### config.mk
export PLATFORM = sky130hd
export DESIGN_NAME = serial_status_flags
export DESIGN_NICKNAME = d
export VERILOG_FILES = /design/src/hdl/serial_status_pkg.sv /design/src/hdl/idle_line_counter.sv /design/src/hdl/rx_line_sync.sv /design/src/hdl/serial_status_flags.sv
export VERILOG_INCLUDE_DIRS = /design/src /design/src/hdl
export SDC_FILE = /design/constraint.sdc
export NUM_CORES = 1
export LEC_CHECK = 0
export BUFFER_PORTS_ARGS = -buffer_cell sky130_fd_sc_hd__buf_2
export CAP_MARGIN = 20
export CORE_MARGIN = 2
export CORE_UTILIZATION = 49
export CTS_BUF_LIST = sky130_fd_sc_hd__clkbuf_4 sky130_fd_sc_hd__clkbuf_8 sky130_fd_sc_hd__clkbuf_16
export DETAILED_ROUTE_END_ITERATION = 12
export PLACE_DENSITY = 0.91
export SYNTH_ARGS = -nofsm -noshare
export SYNTH_HDL_FRONTEND = slang
export SYNTH_SLANG_ARGS = --single-unit
### constraint.sdc
create_clock -name pclk -period 1.75 [get_ports pclk]
set_input_delay 0.0875 -clock pclk [delete_from_list [all_inputs] [get_ports pclk]]
set_output_delay 0.0875 -clock pclk [all_outputs]
set_load 0.05 [all_outputs]
### src/hdl/serial_status_map.svh
/*
 * Register offsets, field positions, reset values and counts of the serial status-flag block.
 * Assumes that it is included by bare name from the modules, and nothing else.
 */
`ifndef SERIAL_STATUS_MAP_SVH
`define SERIAL_STATUS_MAP_SVH

// Byte addresses on the APB; each register takes one aligned 32-bit word.
`define SSF_OFF_FLAGS      8'h00
`define SSF_OFF_CTRL       8'h04
`define SSF_OFF_DATA_LOW   8'h08
`define SSF_OFF_IRQ_EN     8'h0C

// Main flag register fields.
`define SSF_TX_EMPTY_BIT   7
`define SSF_TX_DONE_BIT    6
`define SSF_RX_FULL_BIT    5
`define SSF_IDLE_BIT       4

// Alternate flag register fields.
`define SSF_RX_EDGE_BIT    7
`define SSF_BERR_VAL_BIT   2
`define SSF_BERR_BIT       1
`define SSF_BREAK_BIT      0

// Reset values: an idle transmitter shows empty and done, everything else is clear.
`define SSF_MAIN_RESET     8'hC0
`define SSF_ALT_RESET      8'h00
`define SSF_CTRL_RESET     8'h00
`define SSF_IRQ_EN_RESET   8'h00

// Consecutive ones that make an idle line, for eight-bit and nine-bit frames.
`define SSF_IDLE_ONES_8    4'hA
`define SSF_IDLE_ONES_9    4'hB

`endif

### src/hdl/serial_status_pkg.sv
/*
 * Types shared by the serial status-flag block: the control register layout and the address type.
 * Assumes that the offsets and counts come from serial_status_map.svh.
 */
package serial_status_pkg;

	// Bus address as the block decodes it.
	typedef logic [7:0] addr_t;

	// Control register, most significant field first.
	typedef struct packed {
		logic break_irq_enable;     // Break flag may raise the interrupt.
		logic bit_error_irq_enable; // Bit-error flag may raise the interrupt.
		logic break_detect_enable;  // Break detection is armed.
		logic bit_error_check_en;   // Receive level is compared with transmit level.
		logic receiver_sleep;       // Receiver is asleep; idle lines are ignored.
		logic ninth_bit_select;     // Frames carry nine data bits.
		logic receive_polarity;     // Rising receive edge is the active edge when high.
		logic alt_register_select;  // Offset zero shows the alternate flags.
	} ctrl_s;

endpackage
### src/hdl/idle_line_counter.sv
/*
 * Counts consecutive high bit times on the receive line and pulses once when the line is idle.
 * Assumes a one-cycle bit_tick per bit time from the receiver's baud logic on the same clock.
 */
`timescale 1ns/1ps
`include "serial_status_map.svh"
module idle_line_counter
(
	input  wire logic pclk,         // Module clock.
	input  wire logic presetn,      // Asynchronous reset, active low.
	input  wire logic bit_tick,     // One pulse per bit time.
	input  wire logic line_high,    // Filtered receive level.
	input  wire logic ninth_bit,    // Nine-bit frames need one more idle bit.
	output logic      idle_seen     // One-cycle pulse when the idle count is reached.
);
	logic [3:0] ones_r;   // Consecutive high bit times, saturating at the target.
	logic [3:0] target;   // Ones that make an idle line.

	assign target = ninth_bit ? `SSF_IDLE_ONES_9 : `SSF_IDLE_ONES_8;

	// Saturating at the target gives exactly one pulse per idle stretch.
	always_ff @(posedge pclk or negedge presetn)
	begin
		if (!presetn)
		begin
			ones_r    <= 4'h0;
			idle_seen <= 1'b0;
		end
		else
		begin
			idle_seen <= bit_tick && line_high && (ones_r == target - 4'h1);
			if (bit_tick)
			begin
				if (!line_high)
				begin
					ones_r <= 4'h0;
				end
				else if (ones_r < target)
				begin
					ones_r <= ones_r + 4'h1;
				end
			end
		end
	end
endmodule

### src/hdl/rx_line_sync.sv
/*
 * Three-stage synchroniser for the receive pin with a two-stage agreement filter and edge pulses.
 * Assumes an asynchronous pin and one clock; the line idles high.
 */
`timescale 1ns/1ps
module rx_line_sync
(
	input  wire logic pclk,     // Module clock.
	input  wire logic presetn,  // Asynchronous reset, active low.
	input  wire logic pin,      // Raw receive pin.
	output logic      level,    // Filtered line level.
	output logic      rise,     // One-cycle pulse on a rising filtered edge.
	output logic      fall      // One-cycle pulse on a falling filtered edge.
);
	logic s1_r;   // First stage, read only by the second.
	logic s2_r;   // Second stage.
	logic s3_r;   // Third stage.

	// Shift the pin through three flops; only s2 looks at s1.
	always_ff @(posedge pclk or negedge presetn)
	begin
		if (!presetn)
		begin
			s1_r <= 1'b1;
			s2_r <= 1'b1;
			s3_r <= 1'b1;
		end
		else
		begin
			s1_r <= pin;
			s2_r <= s1_r;
			s3_r <= s2_r;
		end
	end

	// A change counts once the second and third stages agree, which rejects a one-cycle glitch.
	always_ff @(posedge pclk or negedge presetn)
	begin
		if (!presetn)
		begin
			level <= 1'b1;
			rise  <= 1'b0;
			fall  <= 1'b0;
		end
		else
		begin
			rise  <= (s2_r == s3_r) && s3_r && !level;
			fall  <= (s2_r == s3_r) && !s3_r && level;
			if (s2_r == s3_r)
			begin
				level <= s3_r;
			end
		end
	end
endmodule

### src/hdl/serial_status_flags.sv
/*
 * Status-flag logic of an asynchronous serial interface, reached as an APB slave.
 * Assumes the transmitter, receiver and baud logic outside run on pclk and report their events
 * as one-cycle pulses; only the receive pin is asynchronous.
 */
// Operation
// Receive edge flag on polarity-selected active edge.
// Alternate flags clear only by writing one.
// Bit-error value records sampled receive level.
// Mismatch sets bit-error flag, optional interrupt.
// Received break sets break flag, optional interrupt.
// Alternate flags reachable only when alternate selected.
// Writes to main flags change nothing.
// Status read then data access clears.
// Shift register load sets transmit empty.
// Status read, data write clears empty.
// Done low while sending, high when idle.
// Done holds transmit output at one.
// Done clears by sequence or on queueing.
// Simultaneous set and clear leaves done cleared.
// Receive transfer sets full; sequence read clears.
// Ten or eleven ones set idle flag.
// After clear, idle waits for receive full.
// Status read, data read clears idle.
// Sleeping receiver never sets idle flag.
// Enabled flags ORed onto one interrupt.
// Reset clears events, transmitter shows idle.
`timescale 1ns/1ps
`include "serial_status_map.svh"
module serial_status_flags
(
	input  wire logic                        pclk,        // APB clock, 125 MHz.
	input  wire logic                        presetn,     // Asynchronous reset, active low.
	input  wire logic                        psel,        // APB select.
	input  wire logic                        penable,     // APB access phase.
	input  wire logic                        pwrite,      // APB direction, high for write.
	input  wire serial_status_pkg::addr_t    paddr,       // APB byte address.
	input  wire logic [31:0]                 pwdata,      // APB write data.
	output logic [31:0]                      prdata,      // APB read data.
	output logic                             pready,      // APB ready.
	output logic                             pslverr,     // APB error, never raised.
	input  wire logic                        rxd,         // Receive pin.
	input  wire logic                        bit_tick,    // One pulse per receive bit time.
	input  wire logic                        tx_load,     // Shift register took a byte.
	input  wire logic                        tx_queue,    // Data, preamble or break queued.
	input  wire logic                        tx_busy,     // Transmitter is shifting.
	input  wire logic                        tx_bit,      // Level being transmitted.
	input  wire logic                        tx_serial,   // Serial bit from the shifter.
	input  wire logic                        bit_check,   // Sample strobe for bit-error check.
	input  wire logic                        rx_transfer, // Receive data moved to data register.
	input  wire logic                        break_seen,  // Receiver found a break.
	input  wire logic [7:0]                  rx_data,     // Received byte.
	output logic [7:0]                       tx_data,     // Byte written to data low.
	output logic                             tx_write,    // Pulse on a data low write.
	output logic                             txd,         // Transmit pin.
	output logic                             irq          // Interrupt request, active high.
);
	serial_status_pkg::ctrl_s ctrl_r;   // Control register.
	logic [7:0]  irq_en_r;              // Per-flag interrupt enables for the main flags, bit 3 for the receive edge flag.
	logic        tx_empty_flag;         // Transmit data register empty.
	logic        tx_done_flag;          // No transmission in progress.
	logic        rx_full_flag;          // Received byte waiting.
	logic        idle_flag;             // Receive line went idle.
	logic        idle_allow_r;          // A frame arrived since idle was last cleared.
	logic        rx_edge_flag;          // Active receive edge seen.
	logic        bit_error_flag;        // Receive level differed from transmit level.
	logic        bit_error_value;       // Level sampled at the mismatch.
	logic        break_detect_flag;     // Break received.
	logic        arm_te_r;              // Status read saw transmit empty.
	logic        arm_tc_r;              // Status read saw transmit done.
	logic        arm_rf_r;              // Status read saw receive full.
	logic        arm_id_r;              // Status read saw idle.
	logic [7:0]  main_flags;            // Main flag register image.
	logic [7:0]  alt_flags;             // Alternate flag register image.
	logic [7:0]  rd_mux;                // Read value chosen in the setup cycle.
	logic        access;                // Access phase, the transfer completes now.
	logic        wr;                    // Write completes this cycle.
	logic        rd;                    // Read completes this cycle.
	logic        at_flags;              // Offset zero is addressed.
	logic        main_rd;               // Main flag register is read.
	logic        alt_wr;                // Alternate flag register is written.
	logic        dl_wr;                 // Data low is written.
	logic        dl_rd;                 // Data low is read.
	logic        rx_level;              // Filtered receive level.
	logic        rx_rise;               // Rising receive edge.
	logic        rx_fall;               // Falling receive edge.
	logic        idle_seen;             // Idle line found.
	logic        mismatch;              // Bit-error condition this cycle.
	logic        tc_set;                // Transmit done set condition.
	logic        tc_clear;              // Transmit done clear condition.

	// Receive pin synchroniser and idle counter.
	rx_line_sync u_sync
	(
		.pclk    (pclk),
		.presetn (presetn),
		.pin     (rxd),
		.level   (rx_level),
		.rise    (rx_rise),
		.fall    (rx_fall)
	);

	idle_line_counter u_idle
	(
		.pclk      (pclk),
		.presetn   (presetn),
		.bit_tick  (bit_tick),
		.line_high (rx_level),
		.ninth_bit (ctrl_r.ninth_bit_select),
		.idle_seen (idle_seen)
	);

	// The slave answers in the first access cycle; read data was latched during setup.
	assign access   = psel && penable;
	assign pready   = access;
	assign pslverr  = 1'b0;
	assign wr       = access && pwrite;
	assign rd       = access && !pwrite;
	assign at_flags = (paddr == `SSF_OFF_FLAGS);
	assign main_rd  = rd && at_flags && !ctrl_r.alt_register_select;
	assign alt_wr   = wr && at_flags && ctrl_r.alt_register_select;
	assign dl_wr    = wr && (paddr == `SSF_OFF_DATA_LOW);
	assign dl_rd    = rd && (paddr == `SSF_OFF_DATA_LOW);
	assign mismatch = ctrl_r.bit_error_check_en && bit_check && (rx_level != tx_bit);

	// Register images; bits without a flag read as zero.
	always_comb
	begin
		main_flags = 8'h00;
		main_flags[`SSF_TX_EMPTY_BIT] = tx_empty_flag;
		main_flags[`SSF_TX_DONE_BIT]  = tx_done_flag;
		main_flags[`SSF_RX_FULL_BIT]  = rx_full_flag;
		main_flags[`SSF_IDLE_BIT]     = idle_flag;
		alt_flags = 8'h00;
		alt_flags[`SSF_RX_EDGE_BIT]   = rx_edge_flag;
		alt_flags[`SSF_BERR_VAL_BIT]  = bit_error_value;
		alt_flags[`SSF_BERR_BIT]      = bit_error_flag;
		alt_flags[`SSF_BREAK_BIT]     = break_detect_flag;
	end

	// Read decode; offset zero shows the alternate flags only while they are selected.
	always_comb
	begin
		case (paddr)
			`SSF_OFF_FLAGS:    rd_mux = ctrl_r.alt_register_select ? alt_flags : main_flags;
			`SSF_OFF_CTRL:     rd_mux = ctrl_r;
			`SSF_OFF_DATA_LOW: rd_mux = rx_data;
			`SSF_OFF_IRQ_EN:   rd_mux = irq_en_r;
			default:           rd_mux = 8'h00;
		endcase
	end

	// Latching read data in setup keeps prdata a flop and fixes what the status read observed.
	always_ff @(posedge pclk or negedge presetn)
	begin
		if (!presetn)
		begin
			prdata <= 32'h0000_0000;
		end
		else if (psel && !penable)
		begin
			prdata <= {24'h00_0000, rd_mux};
		end
	end

	// Control and enable registers; a write to the main flags falls to no branch here.
	always_ff @(posedge pclk or negedge presetn)
	begin
		if (!presetn)
		begin
			ctrl_r   <= `SSF_CTRL_RESET;
			irq_en_r <= `SSF_IRQ_EN_RESET;
		end
		else if (wr && paddr == `SSF_OFF_CTRL)
		begin
			ctrl_r <= pwdata[7:0];
		end
		else if (wr && paddr == `SSF_OFF_IRQ_EN)
		begin
			irq_en_r <= pwdata[7:0] & 8'hF8;
		end
	end

	// Transmit data path towards the shifter.
	always_ff @(posedge pclk or negedge presetn)
	begin
		if (!presetn)
		begin
			tx_data  <= 8'h00;
			tx_write <= 1'b0;
		end
		else
		begin
			tx_write <= dl_wr;
			if (dl_wr)
			begin
				tx_data <= pwdata[7:0];
			end
		end
	end

	// Arms remember that a status read saw the flag set; unrelated accesses in between leave
	// them alone, and the data access that completes the sequence disarms them.
	always_ff @(posedge pclk or negedge presetn)
	begin
		if (!presetn)
		begin
			arm_te_r <= 1'b0;
			arm_tc_r <= 1'b0;
			arm_rf_r <= 1'b0;
			arm_id_r <= 1'b0;
		end
		else
		begin
			if (main_rd)
			begin
				arm_te_r <= prdata[`SSF_TX_EMPTY_BIT] || (arm_te_r && !dl_wr);
				arm_tc_r <= prdata[`SSF_TX_DONE_BIT] || (arm_tc_r && !dl_wr);
				arm_rf_r <= prdata[`SSF_RX_FULL_BIT] || (arm_rf_r && !dl_rd);
				arm_id_r <= prdata[`SSF_IDLE_BIT] || (arm_id_r && !dl_rd);
			end
			else
			begin
				arm_te_r <= arm_te_r && !dl_wr;
				arm_tc_r <= arm_tc_r && !dl_wr;
				arm_rf_r <= arm_rf_r && !dl_rd;
				arm_id_r <= arm_id_r && !dl_rd;
			end
		end
	end

	// Transmit empty; a load in the clearing cycle wins.
	always_ff @(posedge pclk or negedge presetn)
	begin
		if (!presetn)
		begin
			tx_empty_flag <= 1'b1;
		end
		else if (tx_load)
		begin
			tx_empty_flag <= 1'b1;
		end
		else if (dl_wr && arm_te_r)
		begin
			tx_empty_flag <= 1'b0;
		end
	end

	// Transmit done; here the clear beats the set, so a collision reads as still sending.
	assign tc_set   = tx_empty_flag && !tx_busy;
	assign tc_clear = (dl_wr && arm_tc_r) || tx_queue;

	always_ff @(posedge pclk or negedge presetn)
	begin
		if (!presetn)
		begin
			tx_done_flag <= 1'b1;
		end
		else if (tc_clear || tx_busy)
		begin
			tx_done_flag <= 1'b0;
		end
		else if (tc_set)
		begin
			tx_done_flag <= 1'b1;
		end
	end

	// Transmit pin is idle high from the cycle after transmit done is set.
	always_ff @(posedge pclk or negedge presetn)
	begin
		if (!presetn)
		begin
			txd <= 1'b1;
		end
		else
		begin
			txd <= tx_done_flag ? 1'b1 : tx_serial;
		end
	end

	// Receive full; a new transfer in the clearing cycle wins.
	always_ff @(posedge pclk or negedge presetn)
	begin
		if (!presetn)
		begin
			rx_full_flag <= 1'b0;
		end
		else if (rx_transfer)
		begin
			rx_full_flag <= 1'b1;
		end
		else if (dl_rd && arm_rf_r)
		begin
			rx_full_flag <= 1'b0;
		end
	end

	// Idle permission: given by a received frame, withdrawn by the idle clear.
	always_ff @(posedge pclk or negedge presetn)
	begin
		if (!presetn)
		begin
			idle_allow_r <= 1'b0;
		end
		else if (rx_transfer)
		begin
			idle_allow_r <= 1'b1;
		end
		else if (dl_rd && arm_id_r && idle_flag)
		begin
			idle_allow_r <= 1'b0;
		end
	end

	// Idle flag; a sleeping receiver ignores idle lines.
	always_ff @(posedge pclk or negedge presetn)
	begin
		if (!presetn)
		begin
			idle_flag <= 1'b0;
		end
		else if (idle_seen && idle_allow_r && !ctrl_r.receiver_sleep)
		begin
			idle_flag <= 1'b1;
		end
		else if (dl_rd && arm_id_r)
		begin
			idle_flag <= 1'b0;
		end
	end

	// Alternate flags; only a one written with the alternate map selected clears, and a new
	// event in the clearing cycle wins.
	always_ff @(posedge pclk or negedge presetn)
	begin
		if (!presetn)
		begin
			rx_edge_flag      <= 1'b0;
			bit_error_flag    <= 1'b0;
			break_detect_flag <= 1'b0;
		end
		else
		begin
			if (ctrl_r.receive_polarity ? rx_rise : rx_fall)
			begin
				rx_edge_flag <= 1'b1;
			end
			else if (alt_wr && pwdata[`SSF_RX_EDGE_BIT])
			begin
				rx_edge_flag <= 1'b0;
			end
			if (mismatch)
			begin
				bit_error_flag <= 1'b1;
			end
			else if (alt_wr && pwdata[`SSF_BERR_BIT])
			begin
				bit_error_flag <= 1'b0;
			end
			if (ctrl_r.break_detect_enable && break_seen)
			begin
				break_detect_flag <= 1'b1;
			end
			else if (alt_wr && pwdata[`SSF_BREAK_BIT])
			begin
				break_detect_flag <= 1'b0;
			end
		end
	end

	// Bit-error value follows the latest mismatch; meaningless while the flag is clear.
	always_ff @(posedge pclk or negedge presetn)
	begin
		if (!presetn)
		begin
			bit_error_value <= 1'b0;
		end
		else if (mismatch)
		begin
			bit_error_value <= rx_level;
		end
	end

	// One interrupt line for every enabled flag.
	always_ff @(posedge pclk or negedge presetn)
	begin
		if (!presetn)
		begin
			irq <= 1'b0;
		end
		else
		begin
			irq <= |(main_flags & irq_en_r)
				|| (rx_edge_flag && irq_en_r[3])
				|| (bit_error_flag && ctrl_r.bit_error_irq_enable)
				|| (break_detect_flag && ctrl_r.break_irq_enable);
		end
	end

	property p_edge;
		@(posedge pclk) disable iff (!presetn)
		(rx_fall && !ctrl_r.receive_polarity) |=> rx_edge_flag;
	endproperty
	a_edge: assert property (p_edge) else $error("active edge did not set flag");

	property p_w1c;
		@(posedge pclk) disable iff (!presetn)
		$fell(bit_error_flag) |-> $past(alt_wr && pwdata[`SSF_BERR_BIT]);
	endproperty
	a_w1c: assert property (p_w1c) else $error("bit-error flag fell without write");

	property p_berr;
		@(posedge pclk) disable iff (!presetn)
		mismatch |=> (bit_error_flag && bit_error_value == $past(rx_level));
	endproperty
	a_berr: assert property (p_berr) else $error("mismatch not recorded");

	property p_break;
		@(posedge pclk) disable iff (!presetn)
		(break_seen && ctrl_r.break_detect_enable) |=> break_detect_flag ##1 break_detect_flag;
	endproperty
	a_break: assert property (p_break) else $error("break flag not held");

	property p_altmap;
		@(posedge pclk) disable iff (!presetn)
		(psel && !penable && at_flags && !ctrl_r.alt_register_select)
			|=> prdata[7:0] == $past(main_flags);
	endproperty
	a_altmap: assert property (p_altmap) else $error("offset zero not main flags");

	property p_tc_clear;
		@(posedge pclk) disable iff (!presetn)
		tx_queue |=> !tx_done_flag;
	endproperty
	a_tc_clear: assert property (p_tc_clear) else $error("done survived queueing");

	property p_txd_idle;
		@(posedge pclk) disable iff (!presetn)
		tx_done_flag |=> txd;
	endproperty
	a_txd_idle: assert property (p_txd_idle) else $error("transmit pin not idle");

	property p_sleep;
		@(posedge pclk) disable iff (!presetn)
		(!idle_flag && ctrl_r.receiver_sleep) |=> !idle_flag;
	endproperty
	a_sleep: assert property (p_sleep) else $error("idle set while asleep");

	property p_te_clear;
		@(posedge pclk) disable iff (!presetn)
		$fell(tx_empty_flag) |-> $past(dl_wr && arm_te_r);
	endproperty
	a_te_clear: assert property (p_te_clear) else $error("empty cleared out of sequence");
endmodule

# Yosys cells after proc, flatten, opt, wreduce, memory -nomap -nowiden
# Index checks and enable logic that the tools add are counted.
# W data, S select, Z words.
[word_totals]
register_bits = 56
inputBits = 63
[classes]
n_lt_le_gt_ge = 1
n_addsub = 2
n_reduce_logical = 69
n_mux = 27
bitwise = 2
eq_ne = 7
[op_table]
columns = ["operator", "count"]
rows = [
  ["$logic_and A1 B1 Y1", 39],
  ["$pmux W8 S4", 1],
  ["$mux W1", 23],
  ["$eq A8 B4 Y1 const B", 2],
  ["$reduce_bool A2 Y1", 8],
  ["$logic_not A1 Y1", 9],
  ["$logic_or A1 B1 Y1", 9],
  ["$and A8 B8 Y8", 1],
  ["$eq A8 B3 Y1 const B", 1],
  ["$logic_not A8 Y1", 1],
  ["$mux W4", 2],
  ["$mux W8", 1],
  ["$reduce_or A8 Y1", 1],
  ["$add A4 B1 Y4 const B", 1],
  ["$eq A4 B4 Y1", 1],
  ["$lt A4 B4 Y1", 1],
  ["$reduce_and A2 Y1", 2],
  ["$sub A4 B1 Y4 const B", 1],
  ["$ne A2 B1 Y1 const B", 1],
  ["$eq A1 B1 Y1", 1],
  ["$ne A1 B1 Y1", 1],
  ["$not A1 Y1", 1],
]

# Longest topological paths before layout
# Gate-level depths: netlist (run 1).
[depth]
depth_word = 7
ltp_mapped = 6
depth_no_buf = 6

# Hierarchy
# Synthesis (run 1) repeated with hierarchy kept, for this count alone.
[unflattened]
hier_cells = 238
hier_area_um2 = 2811.4
[by_module_without_submodules]
columns = ["module", "n_inst", "cells_per_inst", "area_per_inst_um2", "seq_area_each_um2"]
rows = [
  ["serial_status_flags", 1, 195, 2297.2, 1129.8],
  ["idle_line_counter", 1, 30, 299.0, 125.1],
  ["rx_line_sync", 1, 13, 215.2, 155.1],
]

# Least setup slack after synthesis (run 1)
# No wires, ideal clock.
[synth_timing]
path_kind = "input port to flip-flop"
startpoint = "in paddr[1]"
endpoint = "reg tx_data[2]"
arrival_time_ps = 1498
n_path_buf = 0
setup_ps = 127
setup_slack_ps = 124
t_required_ps = 1623
stages = 4
cell_sequence = "or4_4 -> nor3_4 -> and3_2 -> mux2_1"
[synth_via]
elab_chain_len = 2
[synth_lines]
columns = ["element", "line", "source"]
rows = [
  ["start: declaration", "serial_status_flags.sv:37", "input wire serial_status_pkg::addr_t paddr,"],
  ["$eq A8 B4 Y1", "-", ""],
  ["$logic_and A1 B1 Y1", "serial_status_flags.sv:122", "assign dl_wr = wr && (paddr == `SSF_OFF_DATA_LOW);"],
  ["end signal: assignment", "serial_status_flags.sv:197", "tx_data <= pwdata[7:0];"],
  ["end: declaration", "serial_status_flags.sv:53", "output logic [7:0] tx_data,"],
]
# No other way between the ends.
# A chain may end at the register's enable or synchronous reset.

# Final worst setup path (run 1)
[layout_timing]
startpoint = "reg u_sync.level"
endpoint = "reg u_idle.ones_r[0]"
[layout_via]
elab_chain_len = 2
[layout_lines]
columns = ["element", "line", "source"]
rows = [
  ["start: declaration", "rx_line_sync.sv:11", "output logic level,"],
  ["start signal: assignment", "rx_line_sync.sv:51", "level <= s3_r;"],
  ["$ne A2 B1 Y1 (no source line)", "-", ""],
  ["$reduce_and A2 Y1 (no source line)", "-", ""],
  ["end signal: assignment", "idle_line_counter.sv:40", "ones_r <= ones_r + 4'h1;"],
  ["end: declaration", "idle_line_counter.sv:16", "logic [3:0] ones_r;"],
]
# Several ways; a longest one is shown, not always the timed one.

==> results of run 1 <==
==> state kept, by name, indices dropped and copies added (netlist names), 4 cells and up <==
register and count:
ctrl_r 8, irq_en_r 5, tx_data 8, u_idle.ones_r 4
prdata 8
==> stage by stage <==
step / util [%] / cell area, sq um / setup slack [ns] / std cells
finish: 59.2 / 3260 / 0.239 / 373
global route: 59.2 / 3260 / 0.128 / 373
CTS: 59.2 / 3260 / 0.222 / 373
detailed placement: 56.1 / 3090 / 0.00601 / 357
global placement: 56.1 / 3090 / 0.0138 / 357
floorplan: - / 2870 / 0.124 / 254
==> report_power, final <==
part | internal, mW | switching (mW)
Sequential | 1.35 | 0.0511
Combinational | 0.125 | 0.283
Clock | 0.288 | 0.429
Total | 1.76 | 0.763
==> worst max path at each step <==
stage                 startpoint          endpoint  slack (ns)
finish              u_sync.level  u_idle.ones_r[0]        0.24
global route        u_sync.level  u_idle.ones_r[0]        0.13
CTS                 u_sync.level  u_idle.ones_r[0]        0.22
detailed placement      paddr[1]      rx_edge_flag       0.006
global placement        paddr[1]        tx_data[4]        0.01
floorplan               paddr[1]        tx_data[2]        0.12
==> timing repair <==
| action | 4_1_cts | 5_1_grt |
|---|---|---|
| setup endpoints to repair | 0 | 0 |
| hold buffers | 8 | 0 |
| buffers inserted | 0 | 0 |
| hold endpoints to repair | 28 | 0 |
==> Yosys cell counts, types with 3 or more instances <==
master	instances
dfrtp_1	49
buf_2	3
a31oi_1	3
nand3_1	4
a21o_1	4
clkbuf_1	5
mux2_4	7
nand4_1	4
inv_1	10
o21ai_0	7
mux2_1	6
ha_1	4
mux2i_1	5
nor2_1	4
nand2_1	8
buf_4	25
nor2b_1	5
dfstp_2	7
a21oi_1	12
a221oi_1	3
a22o_1	7
nand2b_1	3
mux2_2	11
==> routing by layer <==
metal,track usage (%),vias up
met3,4.64,9
met4,6.90,0
met2,30.5,85
li1,-,920
met1,25.1,989
met5,0,-
==> final cells by class <==
class | count | share of cell area (%)
clock buffer | 5 | 2.11
timing repair buffer | 72 | 13.1
tap | 72 | 2.76
clock inverter | 3 | 0.690
sequential | 56 | 43.2
multi-input combinational | 155 | 36.9
inverter | 10 | 1.15
==> placed cells by master, fill, tap and decap left out, types with 2 or more instances in the layout <==
master | netlist | final
ha_1 | 4 | 4
conb_1 | 1 | 25
a21oi_1 | 12 | 12
mux2i_1 | 5 | 5
mux2_2 | 11 | 11
nor2_4 | 2 | 2
o21ai_0 | 7 | 7
nor2_1 | 4 | 4
nor4b_1 | 2 | 2
buf_2 | 3 | 58
dfrtp_1 | 49 | 49
xor2_1 | 2 | 2
a22o_1 | 7 | 7
mux2_1 | 6 | 6
buf_4 | 25 | 5
nand2b_1 | 3 | 3
clkbuf_8 | 0 | 5
a22oi_1 | 2 | 2
a221o_1 | 2 | 2
nand3_1 | 4 | 4
a21o_1 | 4 | 4
a32o_1 | 2 | 2
dlygate4sd3_1 | 0 | 8
dfstp_2 | 7 | 7
nand4_1 | 4 | 4
inv_1 | 10 | 10
nor2b_1 | 5 | 5
nand2_1 | 8 | 8
a221oi_1 | 3 | 3
and3_1 | 2 | 2
a31oi_1 | 3 | 3
and2_1 | 2 | 2
mux2_4 | 7 | 7
==> worst max-delay path, stage by stage (launching register included) <==
cell and delay, ns:
dfstp_2 0.65, nand2_1 0.10, o21ai_0 0.44, mux2i_1 0.25
==> cell families after synthesis <==
kind of cell / share of synthesized area [%]
other: 0.135
AOI/OAI and AO/OA: 11.8
xor gates and xnor gates: 0.629
DFF: 50.7
adders and majority gates: 1.80
buffers and inverters: 9.30
and+or+nand+nor: 12.4
muxes: 13.3
==> impl_metrics.tcl, run 1 <==
set metrics [dict create \
    yosys_warnings 0 \
    hp-class "in2reg" \
    drtPass1Iterations 4 \
    drtIter0Drc 121 \
    cts_buffers 5 \
    vias 2003 \
    final_max_slew_viol_count 0 \
    r2r_slack_ns 0.24 \
    via_per_inst 5.37 \
    wl_mm 5.66 \
    place.gp.congestion 0.899 \
    synth_edf_count 0 \
    tns_ns 0 \
    multiInputGateArea_sq_mm 0.00120 \
    area_growth_pct 17.2 \
    routed.top_layer "met4" \
    grt_pass1_wl_mm 9.18 \
    hold_violations 0 \
    tightest_slew_ns 0.594 \
    reg2reg_to "u_idle.ones_r[0]" \
    cp.arrival_ns 1.75 \
    route.met2.wl_mm 2.73 \
    hpwl_mm 4.31 \
    wl_per_cell_um 15.2 \
    p_leak_nw 1.69 \
    skew_ns 0.00664 \
    clk_latency_ns 0.31 \
    synth_cell_types 49 \
    worstHoldEndpoint "u_idle.ones_r[3]" \
    initial_core_util_pct 50.6 \
    fmax_ghz 0.662 \
    die_area_sq_mm 0.00630 \
    nets 367 \
    rr_worst_depth 3 \
    io_buffers 58 \
    p_total_mw 2.53 \
    seqCellArea_sq_mm 0.00141 \
    grt_pass1_vias 1920 \
    cts_tree "yes" \
    outcome "finished, final reports clean" \
    ys_seq_elements 56 \
    die_w_um 79.4 \
    grtUsageTotal_pct 19.0 \
    cp.required_ns 1.98 \
    clk_path_buf_depth 2 \
    cts_resized 0 \
    wl_met1_mm 2.47 \
    path_clk_slew_ns 0.10 \
    antenna_found_initial 0 \
    fillers 470 \
    setup_viol 0 \
    antenna_cells 0 \
    drc_errors 0 \
    htree_levels 2 \
    num_io_pins 108 \
    grt_remaining_overflow 0 \
    async_reset_ff_share_pct 100 \
    peakVddDrop_mv 0.339 \
    relSlewSlack_pct 60.4 \
    synth_top_cell_by_area "dfrtp_1" \
    holdPathStages 2 \
    synth_area_leaders "dfrtp_1, buf_4, dfstp_2" \
    worst_setup_path_start_kind "flop" \
    synth_top_area_share_pct 44.0 \
    worstHoldStart "bit_tick" \
    cp_max_fo 11 \
    drive_above_1_share_pct 35.9 \
    cts.sinks 56 \
    ant_nets 0 \
    grt_max_degree 33 \
    ys_seq_area_share_pct 50.7 \
    netlist_instances 230 \
    core_sq_mm 0.00551 \
    dr_wl_met3_um 369 \
    cts.root.buffer_cell "clkbuf_8" \
    period_needed_ns 1.51 \
    syn_area_sq_mm 0.00278 \
    drv_cap 0 \
    synth.avg_cell_area_sq_um 12.1 \
    hold-worst-slack_ns 0.00827 \
    power_density_mw_per_mm2 774 \
    cp-end-kind "flop" \
    crit_type "reg2reg" \
    dominantRegCellSynth "dfrtp_1" \
    min_period_over_period_pct 86.4 \
    reg2reg_from "u_sync.level" \
    rows 27 \
    grt_setup_unrepaired "no" \
    die_y_um 79.4 \
]
(Power assumes the default switching activity.)
==> run 2, diff against run 1 <==
--- a/config.mk
+++ b/config.mk
@@ -6,13 +6,13 @@
 export SDC_FILE = /design/constraint.sdc
 export NUM_CORES = 1
 export LEC_CHECK = 0
+export ABC_AREA = 1
 export BUFFER_PORTS_ARGS = -buffer_cell sky130_fd_sc_hd__buf_2
-export CAP_MARGIN = 20
 export CORE_MARGIN = 2
-export CORE_UTILIZATION = 49
+export CORE_UTILIZATION = 50
 export CTS_BUF_LIST = sky130_fd_sc_hd__clkbuf_4 sky130_fd_sc_hd__clkbuf_8 sky130_fd_sc_hd__clkbuf_16
 export DETAILED_ROUTE_END_ITERATION = 12
-export PLACE_DENSITY = 0.91
+export PLACE_DENSITY = 0.92
 export SYNTH_ARGS = -nofsm -noshare
 export SYNTH_HDL_FRONTEND = slang
 export SYNTH_SLANG_ARGS = --single-unit
==> constraint.sdc (replaced) <==
create_clock -name pclk -period 1.8 [get_ports pclk]
set_input_delay 0.09 -clock pclk [delete_from_list [all_inputs] [get_ports pclk]]
set_output_delay 0.09 -clock pclk [all_outputs]
set_load 0.05 [all_outputs]
==> impl_metrics.tcl, run 2 <==
set metrics [dict create \
    fillers 481 \
    hpwl_mm 4.77 \
    die_w_um 80.6 \
    vias 2398 \
    hp-class "in2reg" \
    drtIter0Drc 239 \
    reg_top3 "ctrl_r: 8 flops, prdata: 8 flops, tx_data: 8 flops" \
    nets 481 \
    peakVddDrop_mv 0.523 \
    synth.avg_cell_area_sq_um 8.52 \
    power_density_mw_per_mm2 716 \
    ys_seq_elements 56 \
    final_cell_mix "nand2_1, buf_2, inv_1, dfrtp_1, nand3_1" \
    postPlaceCellArea_sq_mm 0.00318 \
    grt_remaining_overflow 0 \
    die_y_um 80.6 \
    skew_ns 0.0102 \
    cts.sinks 56 \
    synth-simple-area-share_pct 23.7 \
    worst_setup_path_start_kind "flop" \
    setup_viol 0 \
    drive_above_1_share_pct 26.0 \
    initial_core_util_pct 52.6 \
    grt_pass1_vias 2216 \
    outcome "finished, final reports clean" \
    rr_worst_depth 5 \
    synth_edf_count 0 \
    wl_mm 6.22 \
    ys_seq_area_share_pct 48.1 \
    r2r_slack_ns 0.21 \
    core_sq_mm 0.00557 \
    wl_per_cell_um 12.8 \
    synth_compound_area_share_pct 10.5 \
    via_per_inst 4.92 \
    synthMuxAreaShare_pct 0.342 \
    tightest_slew_ns 0.515 \
    fin_area_sq_mm 0.00336 \
    tns_ns 0 \
    yosys_warnings 0 \
    cp.required_ns 2.06 \
    synth_top_area_share_pct 41.8 \
    crit_type "reg2reg" \
    io_buffers 58 \
    num_io_pins 108 \
    place.gp.congestion 0.837 \
    seqCellArea_sq_mm 0.00141 \
    cts_setup_buffers 0 \
    hold_violations 0 \
    synthAdderAreaFrac_pct 1.71 \
    clk_path_buf_depth 2 \
    min_period_over_period_pct 88.4 \
    synthXorXnorAreaFrac_pct 0.299 \
    mostFrequentLayoutCell "nand2_1" \
    cp-end-kind "flop" \
    crit_start "tx_done_flag" \
    final_util_pct 60.2 \
    grt_max_degree 21 \
    htree_levels 2 \
    synth_top_family_by_area "simple AND/OR/NAND/NOR gates" \
    cts.root.buffer_cell "clkbuf_8" \
    period_needed_ns 1.59 \
    layoutNonFillerInstCount 487 \
    synth_area_leaders "dfrtp_1, nand2_1, buf_4" \
    path_clk_slew_ns 0.10 \
    fmax_ghz 0.629 \
    grt_setup_unrepaired "no" \
    synth_cell_types 32 \
    synth_top_cell_by_area "dfrtp_1" \
    drtPass1Iterations 5 \
    rows 27 \
    synth_common_cells "nand2_1, dfrtp_1, inv_1" \
    finalWorstSetupSlack_ns 0.209 \
    p_leak_nw 1.92 \
    cts_buffers 5 \
    async_reset_ff_share_pct 100 \
    critPathCapture "tx_done_flag" \
    dominantRegCellSynth "dfrtp_1" \
    grtUsageTotal_pct 20.4 \
    cp_max_fo 3 \
    area_growth_pct 14.6 \
    cts_tree "yes" \
    multiInputGateArea_sq_mm 0.00116 \
    drv_cap 0 \
    drc_errors 0 \
    place_ws_ns 0.384 \
    antenna_found_initial 0 \
    reg2reg_to "tx_done_flag" \
    worstHoldStart "pwdata[2]" \
    antenna_cells 0 \
    cp.arrival_ns 1.85 \
    die_area_sq_mm 0.00649 \
    grt_pass1_wl_mm 10.0 \
    final_max_slew_viol_count 0 \
    ant_nets 0 \
    clk_latency_ns 0.31 \
    dp_cells 470 \
    synthMostInstantiatedCell "nand2_1" \
    reg2reg_from "tx_done_flag" \
    netlist_instances 344 \
    relSlewSlack_pct 64.8 \
    syn_area_sq_mm 0.00293 \
]
[run 2: cell count changes after synthesis, sizes merged, moves of 24 or more]
cell / previous run / this run
o21ai: 7 / 32
nor2: 6 / 30
mux2: 24 / 0
nand2: 8 / 82
nand3: 5 / 33
inv: 10 / 53
[run 2: worst min path at each step]
stage / to / slack [ns] / depth (start not counted)
final: tx_data[2] / 0.009 / 3
after global routing: tx_data[2] / 0.03 / 3
after CTS: tx_data[2] / 0.001 / 3
after detailed placement: tx_data[1] / 0.06 / 1
after global placement: tx_data[1] / 0.05 / 1
after floorplan: arm_id_r / -0.21 / 0
[run 2: timing repair]
action                                 in CTS  in global routing
resized for setup                           0                  0
hold buffers                                9                  0
endpoints found under the hold margin      24                  0
[run 2: critical path, stage by stage, from the launching register on]
cell and delay [ns]:
dfstp_2 0.57, inv_1 0.06, a211oi_1 0.20, dlygate4sd3_1 0.57, o21ai_0 0.08, inv_1 0.06
[run 2: logic make-up after synthesis]
group	after synthesis
AND/OR/NAND/NOR	146
multiplexers	1
buffers and inverters	84
AO/OA/AOI/OAI	51
other	1
adder cells (fa/ha/maj)	4
flip-flops	56
XOR/XNOR	1
[run 2: power by group]
group / internal, mW / switching [mW]
combinational: 0.0935 / 0.268
clock: 0.323 / 0.379
sequential: 1.30 / 0.0375
total: 1.72 / 0.684
[run 2: layout make-up]
type                    count  share of cell area [%]
multi-input cells         228                    34.6
flip-flops and latches     56                    42.0
repair buffers             70                    12.0
inverters                  53                    6.00
clock buffers               8                    2.72
well taps                  72                    2.68
[run 2: per-stage QoR]
stage          power, mW  hold slack [ns]
3_3_place_gp        1.70           0.0525
2_1_floorplan       1.64           -0.206
6_report            2.40          0.00857
4_1_cts             2.42          0.00136
3_5_place_dp        1.71           0.0576
5_1_grt             2.50           0.0324
[run 2: layer usage]
layer	up-vias	track usage (%)	routed length [um]
li1	1164	-	-
met1	1120	25.7	2610
met2	106	35.4	3060
met3	8	4.27	472
met4	0	5.93	83
met5	-	0	0
